File: src/hw/dtei_pkg.sv
// Shared constants and carrier types for the dual timer and external request block.
// Assumes an 8-bit register port and a single 125 MHz clock.
package dtei_pkg;

   // Register addresses on the plain register port
   localparam logic [7:0] ADDR_CTRL  = 8'h88;
   localparam logic [7:0] ADDR_MODE  = 8'h89;
   localparam logic [7:0] ADDR_TL0   = 8'h8A;
   localparam logic [7:0] ADDR_TL1   = 8'h8B;
   localparam logic [7:0] ADDR_TH0   = 8'h8C;
   localparam logic [7:0] ADDR_TH1   = 8'h8D;
   localparam logic [7:0] ADDR_PRESC = 8'h8E;

   // Field positions in timer_control_status
   localparam int unsigned CS_TF1 = 7;
   localparam int unsigned CS_TR1 = 6;
   localparam int unsigned CS_TF0 = 5;
   localparam int unsigned CS_TR0 = 4;
   localparam int unsigned CS_IE1 = 3;
   localparam int unsigned CS_IT1 = 2;
   localparam int unsigned CS_IE0 = 1;
   localparam int unsigned CS_IT0 = 0;

   // Field positions in timer_mode_reg
   localparam int unsigned MD_GATE1 = 7;
   localparam int unsigned MD_CT1   = 6;
   localparam int unsigned MD_M1_HI = 5;
   localparam int unsigned MD_M1_LO = 4;
   localparam int unsigned MD_GATE0 = 3;
   localparam int unsigned MD_CT0   = 2;
   localparam int unsigned MD_M0_HI = 1;
   localparam int unsigned MD_M0_LO = 0;

   // Field positions in clock_prescale_reg
   localparam int unsigned PS_T1 = 4;
   localparam int unsigned PS_T0 = 3;

   // Values after reset
   localparam logic [7:0] CTRL_RST  = 8'h00;
   localparam logic [7:0] MODE_RST  = 8'h00;
   localparam logic [7:0] PRESC_RST = 8'h00;
   localparam logic [7:0] COUNT_RST = 8'h00;

   // Prescaler ratio in clock cycles
   localparam int unsigned PRESC_DIV = 12;

   // Counting limits
   localparam logic [4:0]  M0_LOW_MAX = 5'h1F;
   localparam logic [7:0]  BYTE_MAX   = 8'hFF;
   localparam logic [15:0] WORD_MAX   = 16'hFFFF;

   // Mode encodings of the two mode-select bits
   localparam logic [1:0] MODE_13BIT  = 2'b00;
   localparam logic [1:0] MODE_16BIT  = 2'b01;
   localparam logic [1:0] MODE_RELOAD = 2'b10;
   localparam logic [1:0] MODE_SPLIT  = 2'b11;

   // Register port request
   typedef struct packed {
      logic [7:0] addr;
      logic [7:0] wdata;
      logic       wr;
      logic       rd;
   } dtei_bus_t;

   // Vectoring acknowledges from the processor core
   typedef struct packed {
      logic tf1;
      logic tf0;
      logic ie1;
      logic ie0;
   } dtei_ack_t;

   // One timer step result
   typedef struct packed {
      logic [7:0] high;
      logic [7:0] low;
      logic       ovf;
   } dtei_cnt_t;

endpackage

File: src/hw/dtei_pin_sync.sv
// Two-flop synchroniser with falling-edge detect for a group of input pins.
// Assumes pins idle high; the third stage only compares settled samples.
`timescale 1ns/1ps
module dtei_pin_sync
#(
   parameter int WIDTH = 4
)
(
   input  wire logic             mclk,
   input  wire logic             reset,
   input  wire logic [WIDTH-1:0] pin_in,
   output logic      [WIDTH-1:0] level,
   output logic      [WIDTH-1:0] fall
);

   logic [WIDTH-1:0] meta_r;
   logic [WIDTH-1:0] sync_r;
   logic [WIDTH-1:0] prev_r;

   // Sampling chain; reset to idle high so no false edge at release
   always_ff @(posedge mclk or posedge reset)
   begin
      if (reset)
      begin
         meta_r <= '1;
         sync_r <= '1;
         prev_r <= '1;
      end
      else
      begin
         meta_r <= pin_in;
         sync_r <= meta_r;
         prev_r <= sync_r;
      end
   end

   // Settled level and one-cycle falling-edge pulse
   assign level = sync_r;
   assign fall  = prev_r & ~sync_r;

endmodule

File: src/hw/dtei_top.sv
// Timer zero and timer one with control/status, mode, prescale and count registers,
// plus two external request flags. Assumes inputs synchronous to mclk,
// idle-high request and count pins, and one-cycle vector acknowledges.
`timescale 1ns/1ps
module dtei_top
(
   input  wire logic               mclk,
   input  wire logic               reset,
   input  wire dtei_pkg::dtei_bus_t bus_req,
   output logic [7:0]              rd_data_r,
   input  wire dtei_pkg::dtei_ack_t vector_ack,
   input  wire logic               ext_req_zero_pin,
   input  wire logic               ext_req_one_pin,
   input  wire logic               count_in_zero_pin,
   input  wire logic               count_in_one_pin,
   output logic                    timer_zero_overflow_flag,
   output logic                    timer_one_overflow_flag,
   output logic                    ext_req_zero_flag,
   output logic                    ext_req_one_flag,
   output logic                    timer_one_baud_tick_r
);
   import dtei_pkg::*;

   logic [7:0] mode_r;
   logic [7:0] presc_r;
   logic [7:0] tl0_r;
   logic [7:0] th0_r;
   logic [7:0] tl1_r;
   logic [7:0] th1_r;
   logic       tf1_r;
   logic       tf0_r;
   logic       tr1_r;
   logic       tr0_r;
   logic       ie1_r;
   logic       ie0_r;
   logic       it1_r;
   logic       it0_r;
   logic [3:0] div_cnt_r;
   logic       div_en;
   logic [3:0] pin_level;
   logic [3:0] pin_fall;
   logic       ext_req_zero_pin_lvl;
   logic       ext_req_one_pin_lvl;
   logic       wr_ctrl;
   logic       wr_tl0;
   logic       wr_th0;
   logic       wr_tl1;
   logic       wr_th1;
   logic [1:0] mode0;
   logic [1:0] mode1;
   logic       split;
   logic       clk_tick0;
   logic       clk_tick1;
   logic       tick0;
   logic       tick1;
   logic       en0;
   logic       en0h;
   logic       en1;
   logic       ovf0;
   logic       ovf0h;
   logic       ovf1;
   logic       tf0_set;
   logic       tf1_set;
   dtei_cnt_t  step0;
   dtei_cnt_t  step1;

   // One count step of a timer in modes 0, 1 and 2; mode 3 holds
   function automatic dtei_cnt_t dtei_step(input logic [1:0] mode,
                                           input logic [7:0] hi,
                                           input logic [7:0] lo);
      dtei_cnt_t r;
      r.high = hi;
      r.low  = lo;
      r.ovf  = 1'b0;
      case (mode)
         MODE_13BIT:
         begin
            // Upper three low-byte bits are left untouched
            if (lo[4:0] == M0_LOW_MAX)
            begin
               r.low  = {lo[7:5], 5'h00};
               r.high = hi + 8'h01;
               r.ovf  = (hi == BYTE_MAX);
            end
            else
            begin
               r.low = {lo[7:5], lo[4:0] + 5'h01};
            end
         end
         MODE_16BIT:
         begin
            {r.high, r.low} = {hi, lo} + 16'h0001;
            r.ovf = ({hi, lo} == WORD_MAX);
         end
         MODE_RELOAD:
         begin
            if (lo == BYTE_MAX)
            begin
               r.low = hi;
               r.ovf = 1'b1;
            end
            else
            begin
               r.low = lo + 8'h01;
            end
         end
         default:
         begin
            r.ovf = 1'b0;
         end
      endcase
      return r;
   endfunction

   // Pin synchronisers: bit 0 req zero, 1 req one, 2 count zero, 3 count one
   dtei_pin_sync
   #(
      .WIDTH (4)
   )
   u_pin_sync
   (
      .mclk   (mclk),
      .reset  (reset),
      .pin_in ({count_in_one_pin, count_in_zero_pin, ext_req_one_pin, ext_req_zero_pin}),
      .level  (pin_level),
      .fall   (pin_fall)
   );

   assign ext_req_zero_pin_lvl = pin_level[0];
   assign ext_req_one_pin_lvl = pin_level[1];

   // Register port write decode
   assign wr_ctrl = bus_req.wr && (bus_req.addr == ADDR_CTRL);
   assign wr_tl0  = bus_req.wr && (bus_req.addr == ADDR_TL0);
   assign wr_th0  = bus_req.wr && (bus_req.addr == ADDR_TH0);
   assign wr_tl1  = bus_req.wr && (bus_req.addr == ADDR_TL1);
   assign wr_th1  = bus_req.wr && (bus_req.addr == ADDR_TH1);

   // Divide-by-12 enable pulse
   always_ff @(posedge mclk or posedge reset)
   begin
      if (reset)
         div_cnt_r <= 4'h0;
      else if (div_en)
         div_cnt_r <= 4'h0;
      else
         div_cnt_r <= div_cnt_r + 4'h1;
   end
   assign div_en = (div_cnt_r == 4'(PRESC_DIV - 1));

   // Tick sources and run qualification
   assign mode0     = {mode_r[MD_M0_HI], mode_r[MD_M0_LO]};
   assign mode1     = {mode_r[MD_M1_HI], mode_r[MD_M1_LO]};
   assign split     = (mode0 == MODE_SPLIT);
   assign clk_tick0 = presc_r[PS_T0] | div_en;
   assign clk_tick1 = presc_r[PS_T1] | div_en;
   assign tick0     = mode_r[MD_CT0] ? pin_fall[2] : clk_tick0;
   assign tick1     = mode_r[MD_CT1] ? pin_fall[3] : clk_tick1;

   // A write to either count byte freezes that timer's counting for the cycle; in split each timer zero byte freezes alone
   assign en0  = tr0_r && (!mode_r[MD_GATE0] || ext_req_zero_pin_lvl) && tick0
                 && !wr_tl0 && (split || !wr_th0);
   assign en0h = split && tr1_r && clk_tick0 && !wr_th0;
   assign en1  = (split || tr1_r) && (!mode_r[MD_GATE1] || ext_req_one_pin_lvl) && tick1
                 && (mode1 != MODE_SPLIT) && !wr_tl1 && !wr_th1;

   assign step0 = dtei_step(mode0, th0_r, tl0_r);
   assign step1 = dtei_step(mode1, th1_r, tl1_r);

   // Overflow events
   assign ovf0    = en0 && (split ? (tl0_r == BYTE_MAX) : step0.ovf);
   assign ovf0h   = en0h && (th0_r == BYTE_MAX);
   assign ovf1    = en1 && step1.ovf;
   assign tf0_set = ovf0;
   assign tf1_set = split ? ovf0h : ovf1;

   // Mode and prescale registers
   always_ff @(posedge mclk or posedge reset)
   begin
      if (reset)
      begin
         mode_r  <= MODE_RST;
         presc_r <= PRESC_RST;
      end
      else if (bus_req.wr && (bus_req.addr == ADDR_MODE))
         mode_r <= bus_req.wdata;
      else if (bus_req.wr && (bus_req.addr == ADDR_PRESC))
         presc_r <= bus_req.wdata & ((8'h01 << PS_T1) | (8'h01 << PS_T0));
   end

   // Timer zero count bytes
   always_ff @(posedge mclk or posedge reset)
   begin
      if (reset)
      begin
         tl0_r <= COUNT_RST;
         th0_r <= COUNT_RST;
      end
      else
      begin
         if (wr_tl0)
            tl0_r <= bus_req.wdata;
         else if (en0)
            tl0_r <= split ? tl0_r + 8'h01 : step0.low;
         if (wr_th0)
            th0_r <= bus_req.wdata;
         else if (en0h)
            th0_r <= th0_r + 8'h01;
         else if (en0 && !split)
            th0_r <= step0.high;
      end
   end

   // Timer one count bytes
   always_ff @(posedge mclk or posedge reset)
   begin
      if (reset)
      begin
         tl1_r <= COUNT_RST;
         th1_r <= COUNT_RST;
      end
      else
      begin
         if (wr_tl1)
            tl1_r <= bus_req.wdata;
         else if (en1)
            tl1_r <= step1.low;
         if (wr_th1)
            th1_r <= bus_req.wdata;
         else if (en1)
            th1_r <= step1.high;
      end
   end

   // Run and trigger-type bits
   always_ff @(posedge mclk or posedge reset)
   begin
      if (reset)
      begin
         tr1_r <= CTRL_RST[CS_TR1];
         tr0_r <= CTRL_RST[CS_TR0];
         it1_r <= CTRL_RST[CS_IT1];
         it0_r <= CTRL_RST[CS_IT0];
      end
      else if (wr_ctrl)
      begin
         tr1_r <= bus_req.wdata[CS_TR1];
         tr0_r <= bus_req.wdata[CS_TR0];
         it1_r <= bus_req.wdata[CS_IT1];
         it0_r <= bus_req.wdata[CS_IT0];
      end
   end

   // Overflow flags; hardware set wins over vector or software clear
   always_ff @(posedge mclk or posedge reset)
   begin
      if (reset)
      begin
         tf1_r <= CTRL_RST[CS_TF1];
         tf0_r <= CTRL_RST[CS_TF0];
      end
      else
      begin
         if (tf1_set)
            tf1_r <= 1'b1;
         else if (vector_ack.tf1)
            tf1_r <= 1'b0;
         else if (wr_ctrl)
            tf1_r <= bus_req.wdata[CS_TF1];
         if (tf0_set)
            tf0_r <= 1'b1;
         else if (vector_ack.tf0)
            tf0_r <= 1'b0;
         else if (wr_ctrl)
            tf0_r <= bus_req.wdata[CS_TF0];
      end
   end

   // External request one flag
   always_ff @(posedge mclk or posedge reset)
   begin
      if (reset)
         ie1_r <= CTRL_RST[CS_IE1];
      else if (!it1_r)
         ie1_r <= ~ext_req_one_pin_lvl;
      else if (pin_fall[1])
         ie1_r <= 1'b1;
      else if (vector_ack.ie1)
         ie1_r <= 1'b0;
      else if (wr_ctrl)
         ie1_r <= bus_req.wdata[CS_IE1];
   end

   // External request zero flag
   always_ff @(posedge mclk or posedge reset)
   begin
      if (reset)
         ie0_r <= CTRL_RST[CS_IE0];
      else if (!it0_r)
         ie0_r <= ~ext_req_zero_pin_lvl;
      else if (pin_fall[0])
         ie0_r <= 1'b1;
      else if (vector_ack.ie0)
         ie0_r <= 1'b0;
      else if (wr_ctrl)
         ie0_r <= bus_req.wdata[CS_IE0];
   end

   // Timer one overflow pulse for the baud path, also during split
   always_ff @(posedge mclk or posedge reset)
   begin
      if (reset)
         timer_one_baud_tick_r <= 1'b0;
      else
         timer_one_baud_tick_r <= ovf1;
   end

   // Read data, one cycle after the read strobe; unmapped reads zero
   always_ff @(posedge mclk or posedge reset)
   begin
      if (reset)
         rd_data_r <= 8'h00;
      else if (bus_req.rd)
      begin
         case (bus_req.addr)
            ADDR_CTRL:  rd_data_r <= {tf1_r, tr1_r, tf0_r, tr0_r, ie1_r, it1_r, ie0_r, it0_r};
            ADDR_MODE:  rd_data_r <= mode_r;
            ADDR_TL0:   rd_data_r <= tl0_r;
            ADDR_TH0:   rd_data_r <= th0_r;
            ADDR_TL1:   rd_data_r <= tl1_r;
            ADDR_TH1:   rd_data_r <= th1_r;
            ADDR_PRESC: rd_data_r <= presc_r;
            default:    rd_data_r <= 8'h00;
         endcase
      end
      else
         rd_data_r <= 8'h00;
   end

   // Flag outputs straight from their flops
   assign timer_one_overflow_flag  = tf1_r;
   assign timer_zero_overflow_flag = tf0_r;
   assign ext_req_one_flag         = ie1_r;
   assign ext_req_zero_flag        = ie0_r;
endmodule

File: config.mk
export PLATFORM = sky130hd
export DESIGN_NAME = dtei_top
export DESIGN_NICKNAME = d
export VERILOG_FILES = /design/src/hw/dtei_pkg.sv /design/src/hw/dtei_pin_sync.sv /design/src/hw/dtei_top.sv
export SDC_FILE = /design/constraint.sdc
export NUM_CORES = 1
export LEC_CHECK = 0
export BUFFER_PORTS_ARGS = -buffer_cell sky130_fd_sc_hd__buf_2
export CAP_MARGIN = 20
export CORE_MARGIN = 2
export CORE_UTILIZATION = 39
export CTS_CLUSTER_SIZE = 40
export DETAILED_ROUTE_END_ITERATION = 10
export HOLD_SLACK_MARGIN = 0.1
export PLACE_DENSITY_LB_ADDON = 0.2
export SYNTH_ARGS = -nofsm -noshare
export SYNTH_HDL_FRONTEND = slang
export SYNTH_SLANG_ARGS = --single-unit
File: constraint.sdc
create_clock -name mclk -period 3.25 [get_ports mclk]
set_clock_uncertainty 0.2 [all_clocks]
set_input_delay 0.4875 -clock mclk [delete_from_list [all_inputs] [get_ports mclk]]
set_output_delay 0.4875 -clock mclk [all_outputs]
set_load 0.02 [all_outputs]
==> results of run 1 <==
stage by stage:
stage,hold WS (ns),setup WS [ns],instance area (µm²),instances
finish,0.1320,0.5984,5508,712
global route,0.1416,0.4391,5508,712
CTS,0.1225,0.6202,5505,711
detailed placement,0.1472,0.5805,5147,691
global placement,0.1452,0.6257,5147,691
floorplan,0.1452,0.6724,4792,518
state kept, by name (all words and copies together), names as in the netlist, 2 cells and up:
signal             flops
div_cnt_r              4
mode_r                 8
presc_r                2
rd_data_r              8
th0_r                  8
th1_r                  8
tl0_r                  8
tl1_r                  8
u_pin_sync.level       4
u_pin_sync.meta_r      4
u_pin_sync.prev_r      4
layout make-up:
type | count | area share, %
sequential | 75 | 34.35
tap | 147 | 3.339
clock inverter | 6 | 1.613
multi-input combinational | 401 | 49.48
timing repair buffer | 55 | 5.861
inverter | 17 | 1.159
clock buffer | 10 | 4.157
antenna | 1 | 0.04543
routing by layer:
| metal | vias to the layer above | routed length, µm | track usage (%) |
|---|---|---|---|
| met5 | - | 0 | 0 |
| met4 | 0 | 335 | 9.558 |
| met3 | 27 | 1338 | 6.062 |
| met2 | 233 | 6523 | 34.63 |
| met1 | 2066 | 6538 | 32.28 |
| li1 | 1997 | - | - |
synth_stat cells, drive strengths merged (7+ instances only):
cell type / n / area, µm²
nand3: 18 / 90.09
and3: 14 / 87.58
nand2: 51 / 191.4
clkbuf: 15 / 56.30
dfstp: 12 / 315.3
xnor2: 11 / 96.34
nor2: 45 / 168.9
a22oi: 7 / 52.55
mux2i: 15 / 150.1
mux2: 19 / 214.0
o211ai: 7 / 52.55
inv: 16 / 60.06
nor3: 15 / 80.08
a21oi: 32 / 160.2
nor2b: 11 / 71.32
o21ai: 35 / 178.9
ha: 17 / 212.7
dfrtp: 63 / 1577
nand4: 13 / 81.33
buf: 10 / 55.05
o31ai: 8 / 65.06
what timing repair did:
| item | in CTS | in global routing |
|---|---|---|
| resized for setup | 0 | 0 |
| endpoints found under the setup margin | 0 | 0 |
| hold buffers | 4 | 0 |
| setup buffers | 0 | 0 |
| hold endpoints to repair | 4 | 0 |
worst min-delay path by stage:
stage | start | slack [ns] | end
CTS | vector_ack[1] | 0.12 | ext_req_one_flag$_DFFE_PP0P_
global placement | u_pin_sync.meta_r[3]$_DFF_PP1_ | 0.15 | u_pin_sync.level[3]$_DFF_PP1_
global route | vector_ack[1] | 0.14 | ext_req_one_flag$_DFFE_PP0P_
floorplan | u_pin_sync.meta_r[0]$_DFF_PP1_ | 0.15 | u_pin_sync.level[0]$_DFF_PP1_
detailed placement | u_pin_sync.meta_r[3]$_DFF_PP1_ | 0.15 | u_pin_sync.level[3]$_DFF_PP1_
finish | vector_ack[2] | 0.13 | timer_zero_overflow_flag$_DFFE_PP0P_
power by group:
part | leakage, µW | internal (µW) | switching [µW]
clock | 0.000149 | 674 | 405
sequential | 0.000948 | 997 | 94.3
combinational | 0.00128 | 201 | 265
total | 0.00237 | 1870 | 764
cell families (layout without fill, tap and decap cells):
family | Yosys count | in the layout
flops | 75 | 75
mux | 40 | 40
fa+ha+maj | 17 | 17
simple gates | 194 | 194
compound gates | 134 | 134
other cells | 0 | 1
xor+xnor | 16 | 16
buf+inv | 42 | 88
==> flow_summary_export.csv, run 1 <==
group,metric,value,unit
logic_synthesis,yosys.area_share.simple,20.81,%
sta,drv_slew,0,
final_layout,final_util,45.85,%
run_status,status,"finished clean",
sta,tightest_slew,0.9701,ns
setup_path,crit_chain,"ha_1 -> and3b_1 -> nor3_1 -> nor4b_4 -> nor3_2 -> nor4_1 -> a221o_1",
global_routing,antenna_found_initial,1,
die,ioPinCount,41,
die,die_area,13190,µm²
clock_tree,clock_sinks,75,
sta,setup_viol,0,
min_path,min_path_cells,2,
sta,fin_crit,2.652,ns
setup_path,cp_max_fo,8,
logic_synthesis,synth_compound_area_share,18.28,%
clock_tree,cts_tree,"done",
setup_path,cp.depth,7,
global_routing,gr-total-overflow,0,
clock_tree,path_clk_slew,0.06,ns
setup_path,end_kind,"flop",
setup_path,cp-start-kind,"flop",
clock_tree,htreeDepth,3,
final_layout,drive_gt1_share,19.86,%
global_routing,grt_max_degree,76,
logic_synthesis,syn_inst,518,
logic_synthesis,synth_top_family_by_area,"simple AND/OR/NAND/NOR gates",
sta,hold_viol,0,
route,via_count,4323,
power_and_ir_drop,p_leak,0.002373,µW
setup_path,crit_end,"th0_r[5]$_DFFE_PP0P_",
die,dieHeight,114.9,µm
setup_path,cpMaxStageDelayCell,"nor3_1",
logic_synthesis,synth_flop_cell,"dfrtp_1",
route,drt-initial-drc-count,508,
route,dr.pass1.iters,5,
setup_path,crit_path_start,"div_cnt_r[0]$_DFF_PP0_",
placement,dp_hpwl,10.63,mm
setup_path,crit_family,"simple AND/OR/NAND/NOR gates",
logic_synthesis,synthXorXnorAreaFrac,2.924,%
final_layout,final_common_cell,"dfrtp_1",
placement,routabilityCongestion,0.9766,
clock_tree,clk-insertion-delay-late,0.35,ns
final_layout,fill_cells,1159,
setup_path,path_class,"flop to flop",
logic_synthesis,ys_types,60,
setup_path,rr_worst_depth,7,
die,die_w,114.9,µm
setup_path,r2r-end,"th0_r[5]$_DFFE_PP0P_",
setup_path,cp_num_buf_inv,0,
setup_path,r2r-start,"div_cnt_r[0]$_DFF_PP0_",
logic_synthesis,synth_seq_area_share,39.48,%
clock_tree,cts_buffer_depth,2,
route,routed_wl,14.74,mm
power_and_ir_drop,ir_worst_vdd,0.4217,mV
setup_path,worstPathRequired,3.27,ns
job,drv_cap,0,
power_and_ir_drop,p_per_area,478.5,nW/µm²
logic_synthesis,avgSynthCellArea,9.251,µm²
route,drtAntennaViolNets,0,
placement,placement.io_buffers,40,
global_routing,grt_first_pass_wirelength,22.78,mm
global_routing,grt_pass1_vias,4026,
logic_synthesis,synthArstFlopShare,100.0,%
logic_synthesis,synth_edf_count,0,
sta,period_share,81.59,%
setup_path,max_stage_delay,0.49,ns
logic_synthesis,synth_nets,563,
logic_synthesis,ys_ff_latch,75,
setup_path,worstPathArrival,2.67,ns
sta,fin_tns_setup,0,ns
logic_synthesis,synth_adder_area_share,4.439,%
logic_synthesis,ys_warn_count,0,
min_path,min_path_type,"input port to flop",
final_layout,syn_to_final_growth,14.93,%
logic_synthesis,netlist_area,4792,µm²
die,rows,40,
die,coreArea,12010,µm²
power_and_ir_drop,power,2636,µW
route,wl_per_cell,20.70,µm
setup_path,reg2reg_slack,0.60,ns
clock_tree,numCtsBuffers,9,
final_layout,final_cell_mix,"dfrtp_1, nand2_1, nor2_1, buf_2, o21ai_0",
route,drcViolationCount,0,
sta,rsz0062_at_grt,"false",
die,start_util,39.90,%
final_layout,seq_area,1892,µm²
logic_synthesis,synth_mux_area_share,10.42,%
final_layout,nets,604,
clock_tree,clockRootBuffer,"clkbuf_16",
sta,maxSlewHeadroom,35.33,%
final_layout,multi_input_area,2725,µm²
global_routing,grt_usage,23.24,%
route,viasPerCell,6.072,
sta,max_freq,377.1,MHz
Power figures use the tool's default switching activity.
==> run 2, diff against run 1 <==
==> constraint.sdc (replaced) <==
create_clock -name mclk -period 2.7 [get_ports mclk]
set_clock_uncertainty 0.2 [all_clocks]
set_input_delay 0.405 -clock mclk [delete_from_list [all_inputs] [get_ports mclk]]
set_output_delay 0.405 -clock mclk [all_outputs]
set_load 0.02 [all_outputs]
==> run 2 against run 1 <==
  * Clock-buffer cell count grew 1
  * Global-route usage is 0.25 points lower
  * Non-clock buffer count up 20
  * Combinational power is 27% higher
  * Largest cell class unchanged
  * Total power rose by 14%
  * Sequential power rose by 19%
  * Die area unchanged
==> flow_summary_export.csv, run 2 (synthesis results as in run 1) <==
group,metric,value,unit
global_routing,grt_pass1_vias,4052,
clock_tree,htreeDepth,3,
setup_path,max_stage_delay,0.43,ns
sta,period_share,91.87,%
sta,hold_viol,0,
die,die_area,13190,µm²
route,routed_wl,14.57,mm
setup_path,cpMaxStageDelayCell,"dfrtp_1",
min_path,min_path_type,"input port to flop",
sta,max_freq,403.1,MHz
route,drcViolationCount,0,
setup_path,end_kind,"flop",
final_layout,fill_cells,1172,
job,drv_cap,0,
placement,dp_hpwl,10.78,mm
die,coreArea,12010,µm²
run_status,status,"finished clean",
setup_path,worstPathRequired,2.73,ns
route,highest_layer,"met4",
clock_tree,path_clk_slew,0.06,ns
clock_tree,clockRootBuffer,"clkbuf_16",
final_layout,nets,624,
sta,fin_crit,2.481,ns
final_layout,final_cell_mix,"dfrtp_1, nand2_1, nor2_1, buf_2, o21ai_0",
global_routing,grt_max_degree,33,
sta,rsz0062_at_grt,"false",
die,start_util,39.90,%
route,drt-initial-drc-count,315,
route,wl_met3,1.182,mm
setup_path,cp_max_fo,6,
route,drtAntennaViolNets,0,
die,die_w,114.9,µm
global_routing,antenna_found_initial,0,
route,viasPerCell,5.949,
final_layout,syn_to_final_growth,17.55,%
placement,routabilityCongestion,0.9293,
clock_tree,cts_tree,"done",
power_and_ir_drop,ir_worst_vdd,0.3340,mV
setup_path,cp-start-kind,"flop",
clock_tree,cts_buffer_depth,2,
route,wl_per_cell,19.92,µm
final_layout,drive_gt1_share,21.92,%
sta,setup_viol,0,
power_and_ir_drop,p_per_area,535.7,nW/µm²
final_layout,final_common_cell,"dfrtp_1",
clock_tree,numCtsBuffers,9,
sta,hold_ws,0.1026,ns
route,wl_met2,6.270,mm
setup_path,crit_chain,"ha_1 -> and3_1 -> ha_1 -> nand2_1 -> a21oi_1 -> nor4b_4 -> nor3_2 -> a21o_1 -> a221o_1",
setup_path,path_class,"flop to flop",
final_layout,antenna_cells,0,
sta,tightest_slew,0.6608,ns
die,ioPinCount,41,
setup_path,crit_top_cell,"ha_1",
setup_path,worstPathArrival,2.51,ns
sta,drv_slew,0,
route,dr.pass1.iters,5,
global_routing,grt_first_pass_wirelength,22.55,mm
clock_tree,clock_sinks,75,
sta,maxSlewHeadroom,55.95,%
die,rows,40,
global_routing,gr-total-overflow,0,
sta,fin_tns_setup,0,ns
route,wl_met1,6.657,mm
clock_tree,clk-insertion-delay-late,0.35,ns
global_routing,grt_usage,22.99,%
route,via_count,4349,
placement,placement.io_buffers,40,
setup_path,cp_num_buf_inv,0,
power_and_ir_drop,p_leak,0.002453,µW
die,dieHeight,114.9,µm
setup_path,crit_family,"simple AND/OR/NAND/NOR gates",
==> run 2: layer usage <==
layer | vias up | GRT usage, %
li1 | 2035 | -
met1 | 2089 | 32.81
met2 | 191 | 33.25
met3 | 34 | 4.850
met4 | 0 | 11.00
met5 | - | 0
==> run 2: what timing repair did <==
action | 4_1_cts | 5_1_grt
hold buffers | 8 | 0
resized for setup | 0 | 0
endpoints found under the hold margin | 24 | 0
buffers inserted | 0 | 0
==> run 2: worst register-to-register path, stage by stage, from the launching register on <==
cell and delay [ns]:
dfrtp_1 0.43, ha_1 0.24, and3_1 0.20, ha_1 0.18, nand2_1 0.07, a21oi_1 0.13
nor4b_4 0.34, nor3_2 0.13, a21o_1 0.17, a221o_1 0.28
==> run 2: final cells by class <==
class                   instances  area, µm²  area share [%]
clock buffers                  11      242.7           4.309
clock inverters                 5      30.03          0.5331
well taps                     147      183.9           3.265
multi-input cells             401       2725           48.38
flip-flops and latches         75       1892           33.59
repair buffers                 75      495.5           8.796
inverters                      17      63.81           1.133
==> run 2: worst paths after layout <==
path / start / slack (ns) / endpoint / cells past startpoint
setup / recovery: tl0_r[0]$_DFFE_PP0P_ / 0.22 / th0_r[6]$_DFFE_PP0P_ / 9
hold / removal: vector_ack[3] / 0.10 / timer_one_overflow_flag$_DFFE_PP0P_ / 2
setup reg to reg: tl0_r[0]$_DFFE_PP0P_ / 0.22 / th0_r[6]$_DFFE_PP0P_ / 9
hold reg to reg: u_pin_sync.meta_r[1]$_DFF_PP1_ / 0.15 / u_pin_sync.level[1]$_DFF_PP1_ / 0
max in group asynchronous: reset / 1.19 / u_pin_sync.level[2]$_DFF_PP1_ / 4
min in group asynchronous: reset / 0.45 / th1_r[1]$_DFFE_PP0P_ / 3
==> run 2: metrics by stage <==
stage	utilization, %	worst slack, ns	cells	total power [µW]	cell area [µm²]
6_report	46.90	0.2194	731	3018	5633
5_1_grt	46.90	0.03437	731	3165	5633
4_1_cts	46.90	0.2346	731	3033	5633
3_5_place_dp	43.96	0.2198	707	1896	5280
3_3_place_gp	43.96	0.2762	707	1892	5280
2_1_floorplan	-	0.2049	518	1682	4792
==> run 2: report_power, final <==
part           internal (µW)  total [µW]  switching (µW)
Clock                    642        1120             480
Sequential              1200        1300             104
Combinational            266         592             325
==> run 3, diff against run 2 <==
--- a/config.mk
+++ b/config.mk
@@ -7,7 +7,7 @@
 export LEC_CHECK = 0
 export BUFFER_PORTS_ARGS = -buffer_cell sky130_fd_sc_hd__buf_2
 export CAP_MARGIN = 20
-export CORE_MARGIN = 2
+export CORE_MARGIN = 4
 export CORE_UTILIZATION = 39
 export CTS_CLUSTER_SIZE = 40
 export DETAILED_ROUTE_END_ITERATION = 10
==> run 3 against run 2 <==
  * First-iteration DRC count grew 19%
  * Sequential share of layout area shrank 0.28 points
  * Critical endpoint is now th0_r[4]$_DFFE_PP0P_
  * Clock-buffer cell count shrank 1
  * Critical path type unchanged
  * Routed wire length grew 1.9%
==> flow_summary_export.csv, run 3 (synthesis results as in run 1) <==
group,metric,value,unit
run_status,status,"finished clean",
final_layout,seq_area,1892,µm²
final_layout,multi_input_area,2728,µm²
clock_tree,cts_buffer_depth,2,
final_layout,nets,627,
clock_tree,numCtsBuffers,9,
route,drtAntennaViolNets,0,
route,via_count,4330,
die,die_area,14130,µm²
final_layout,drive_gt1_share,22.49,%
setup_path,worstPathArrival,2.60,ns
setup_path,path_class,"flop to flop",
clock_tree,clk-insertion-delay-late,0.35,ns
placement,routabilityCongestion,0.9124,
setup_path,end_kind,"flop",
min_path,min_path_type,"input port to flop",
clock_tree,htreeDepth,3,
job,drv_cap,0,
setup_path,cp_num_buf_inv,1,
sta,period_share,95.43,%
die,start_util,39.90,%
setup_path,crit_top_cell,"a21oi_1",
clock_tree,clock_sinks,75,
die,coreArea,12010,µm²
global_routing,gr-total-overflow,0,
final_layout,fill_cells,1165,
sta,finalWorstSetupSlack,0.1234,ns
sta,fin_tns_setup,0,ns
placement,placement.io_buffers,40,
route,wl_per_cell,20.21,µm
setup_path,cpMaxStageDelayCell,"dfrtp_1",
die,die_w,118.9,µm
clock_tree,clockRootBuffer,"clkbuf_16",
setup_path,max_stage_delay,0.40,ns
final_layout,design_area,5680,µm²
setup_path,cp-start-kind,"flop",
sta,max_freq,388.1,MHz
route,dr.pass1.iters,5,
sta,hold_viol,0,
die,ioPinCount,41,
sta,setup_viol,0,
global_routing,antenna_found_initial,0,
power_and_ir_drop,p_per_area,548.9,nW/µm²
sta,fin_crit,2.577,ns
global_routing,grt_max_degree,37,
setup_path,reg2reg_slack,0.12,ns
sta,drv_slew,0,
setup_path,cp_max_fo,4,
final_layout,syn_to_final_growth,18.54,%
sta,maxSlewHeadroom,58.91,%
clock_tree,cts_tree,"done",
power_and_ir_drop,p_leak,0.002482,µW
die,dieHeight,118.9,µm
placement,dp_hpwl,10.92,mm
final_layout,final_cell_mix,"dfrtp_1, nand2_1, nor2_1, buf_2, o21ai_0",
setup_path,crit_family,"compound AO/OA/AOI/OAI gates",
sta,tightest_slew,0.6099,ns
route,drcViolationCount,0,
placement,pre_cts_slack,0.1149,ns
route,viasPerCell,5.899,
sta,rsz0062_at_grt,"false",
power_and_ir_drop,ir_worst_vdd,0.4438,mV
final_layout,antenna_cells,0,
global_routing,grt_usage,21.55,%
route,drt-initial-drc-count,374,
die,rows,40,
setup_path,worstPathRequired,2.72,ns
global_routing,grt_pass1_vias,4070,
setup_path,crit_chain,"ha_2 -> and3_1 -> ha_1 -> nand2_1 -> a21oi_1 -> nor4b_4 -> buf_4 -> a21o_1 -> a21oi_1 -> o31a_1",
route,routed_wl,14.84,mm
final_layout,final_common_cell,"dfrtp_1",
global_routing,grt_first_pass_wirelength,23.45,mm
placement,dpl-instance-area,5280,µm²
clock_tree,path_clk_slew,0.06,ns
run 3: changes by cell type in the layout (fill, tap and decap cells not counted), sizes merged:
| cell | before | now |
|---|---|---|
| buf | 67 | 70 |
| clkbuf | 11 | 10 |
| bufinv | 0 | 1 |
| clkinv | 4 | 6 |
| clkinvlp | 2 | 0 |
run 3: layout make-up:
| cell class | instances | share of cell area (%) |
|---|---|---|
| multi-input combinational | 401 | 48.02 |
| sequential | 75 | 33.30 |
| timing repair buffer | 78 | 9.119 |
| clock buffer | 10 | 4.031 |
| tap | 147 | 3.238 |
| clock inverter | 6 | 1.167 |
| inverter | 17 | 1.123 |
run 3: repair_timing:
item                                   CTS  global route
setup buffers                            0             3
setup endpoints to repair                0             1
gates resized for setup                  0             1
hold buffers                             8             0
endpoints found under the hold margin   31             0
run 3: path summary, 6_finish.rpt:
path,depth (start not counted),endpoint,startpoint
max,10,th0_r[4]$_DFFE_PP0P_,tl0_r[1]$_DFFE_PP0P_
min,2,timer_one_overflow_flag$_DFFE_PP0P_,vector_ack[3]
max reg2reg,10,th0_r[4]$_DFFE_PP0P_,tl0_r[1]$_DFFE_PP0P_
min reg2reg,0,u_pin_sync.level[3]$_DFF_PP1_,u_pin_sync.meta_r[3]$_DFF_PP1_
max in group asynchronous,5,mode_r[0]$_DFFE_PP0P_,reset
min in group asynchronous,3,th1_r[2]$_DFFE_PP0P_,reset
run 3: power by group:
part           switching, µW  total, µW  internal (µW)
clock                    494       1210            718
sequential              97.8       1300           1200
combinational            337        609            272
total                    929       3120           2190
run 3: per-layer routing:
metal	wire, µm	share of wire (%)	vias to the layer above	track usage (%)
met5	0	0	-	0
met2	6434	43	184	31.08
met4	297	2.0	0	7.241
li1	-	-	2043	-
met3	975	6.6	19	3.751
met1	7129	48	2084	32.58
run 3: per-stage QoR:
stage	total power, µW	utilization, %	hold slack (ns)	cells
after CTS	3133	47.08	0.1097	731
after global routing	3266	47.29	0.1131	734
after floorplan	1682	-	0.1452	518
after detailed placement	1903	43.96	0.1478	707
final	3118	47.29	0.1186	734
after global placement	1901	43.96	0.1460	707
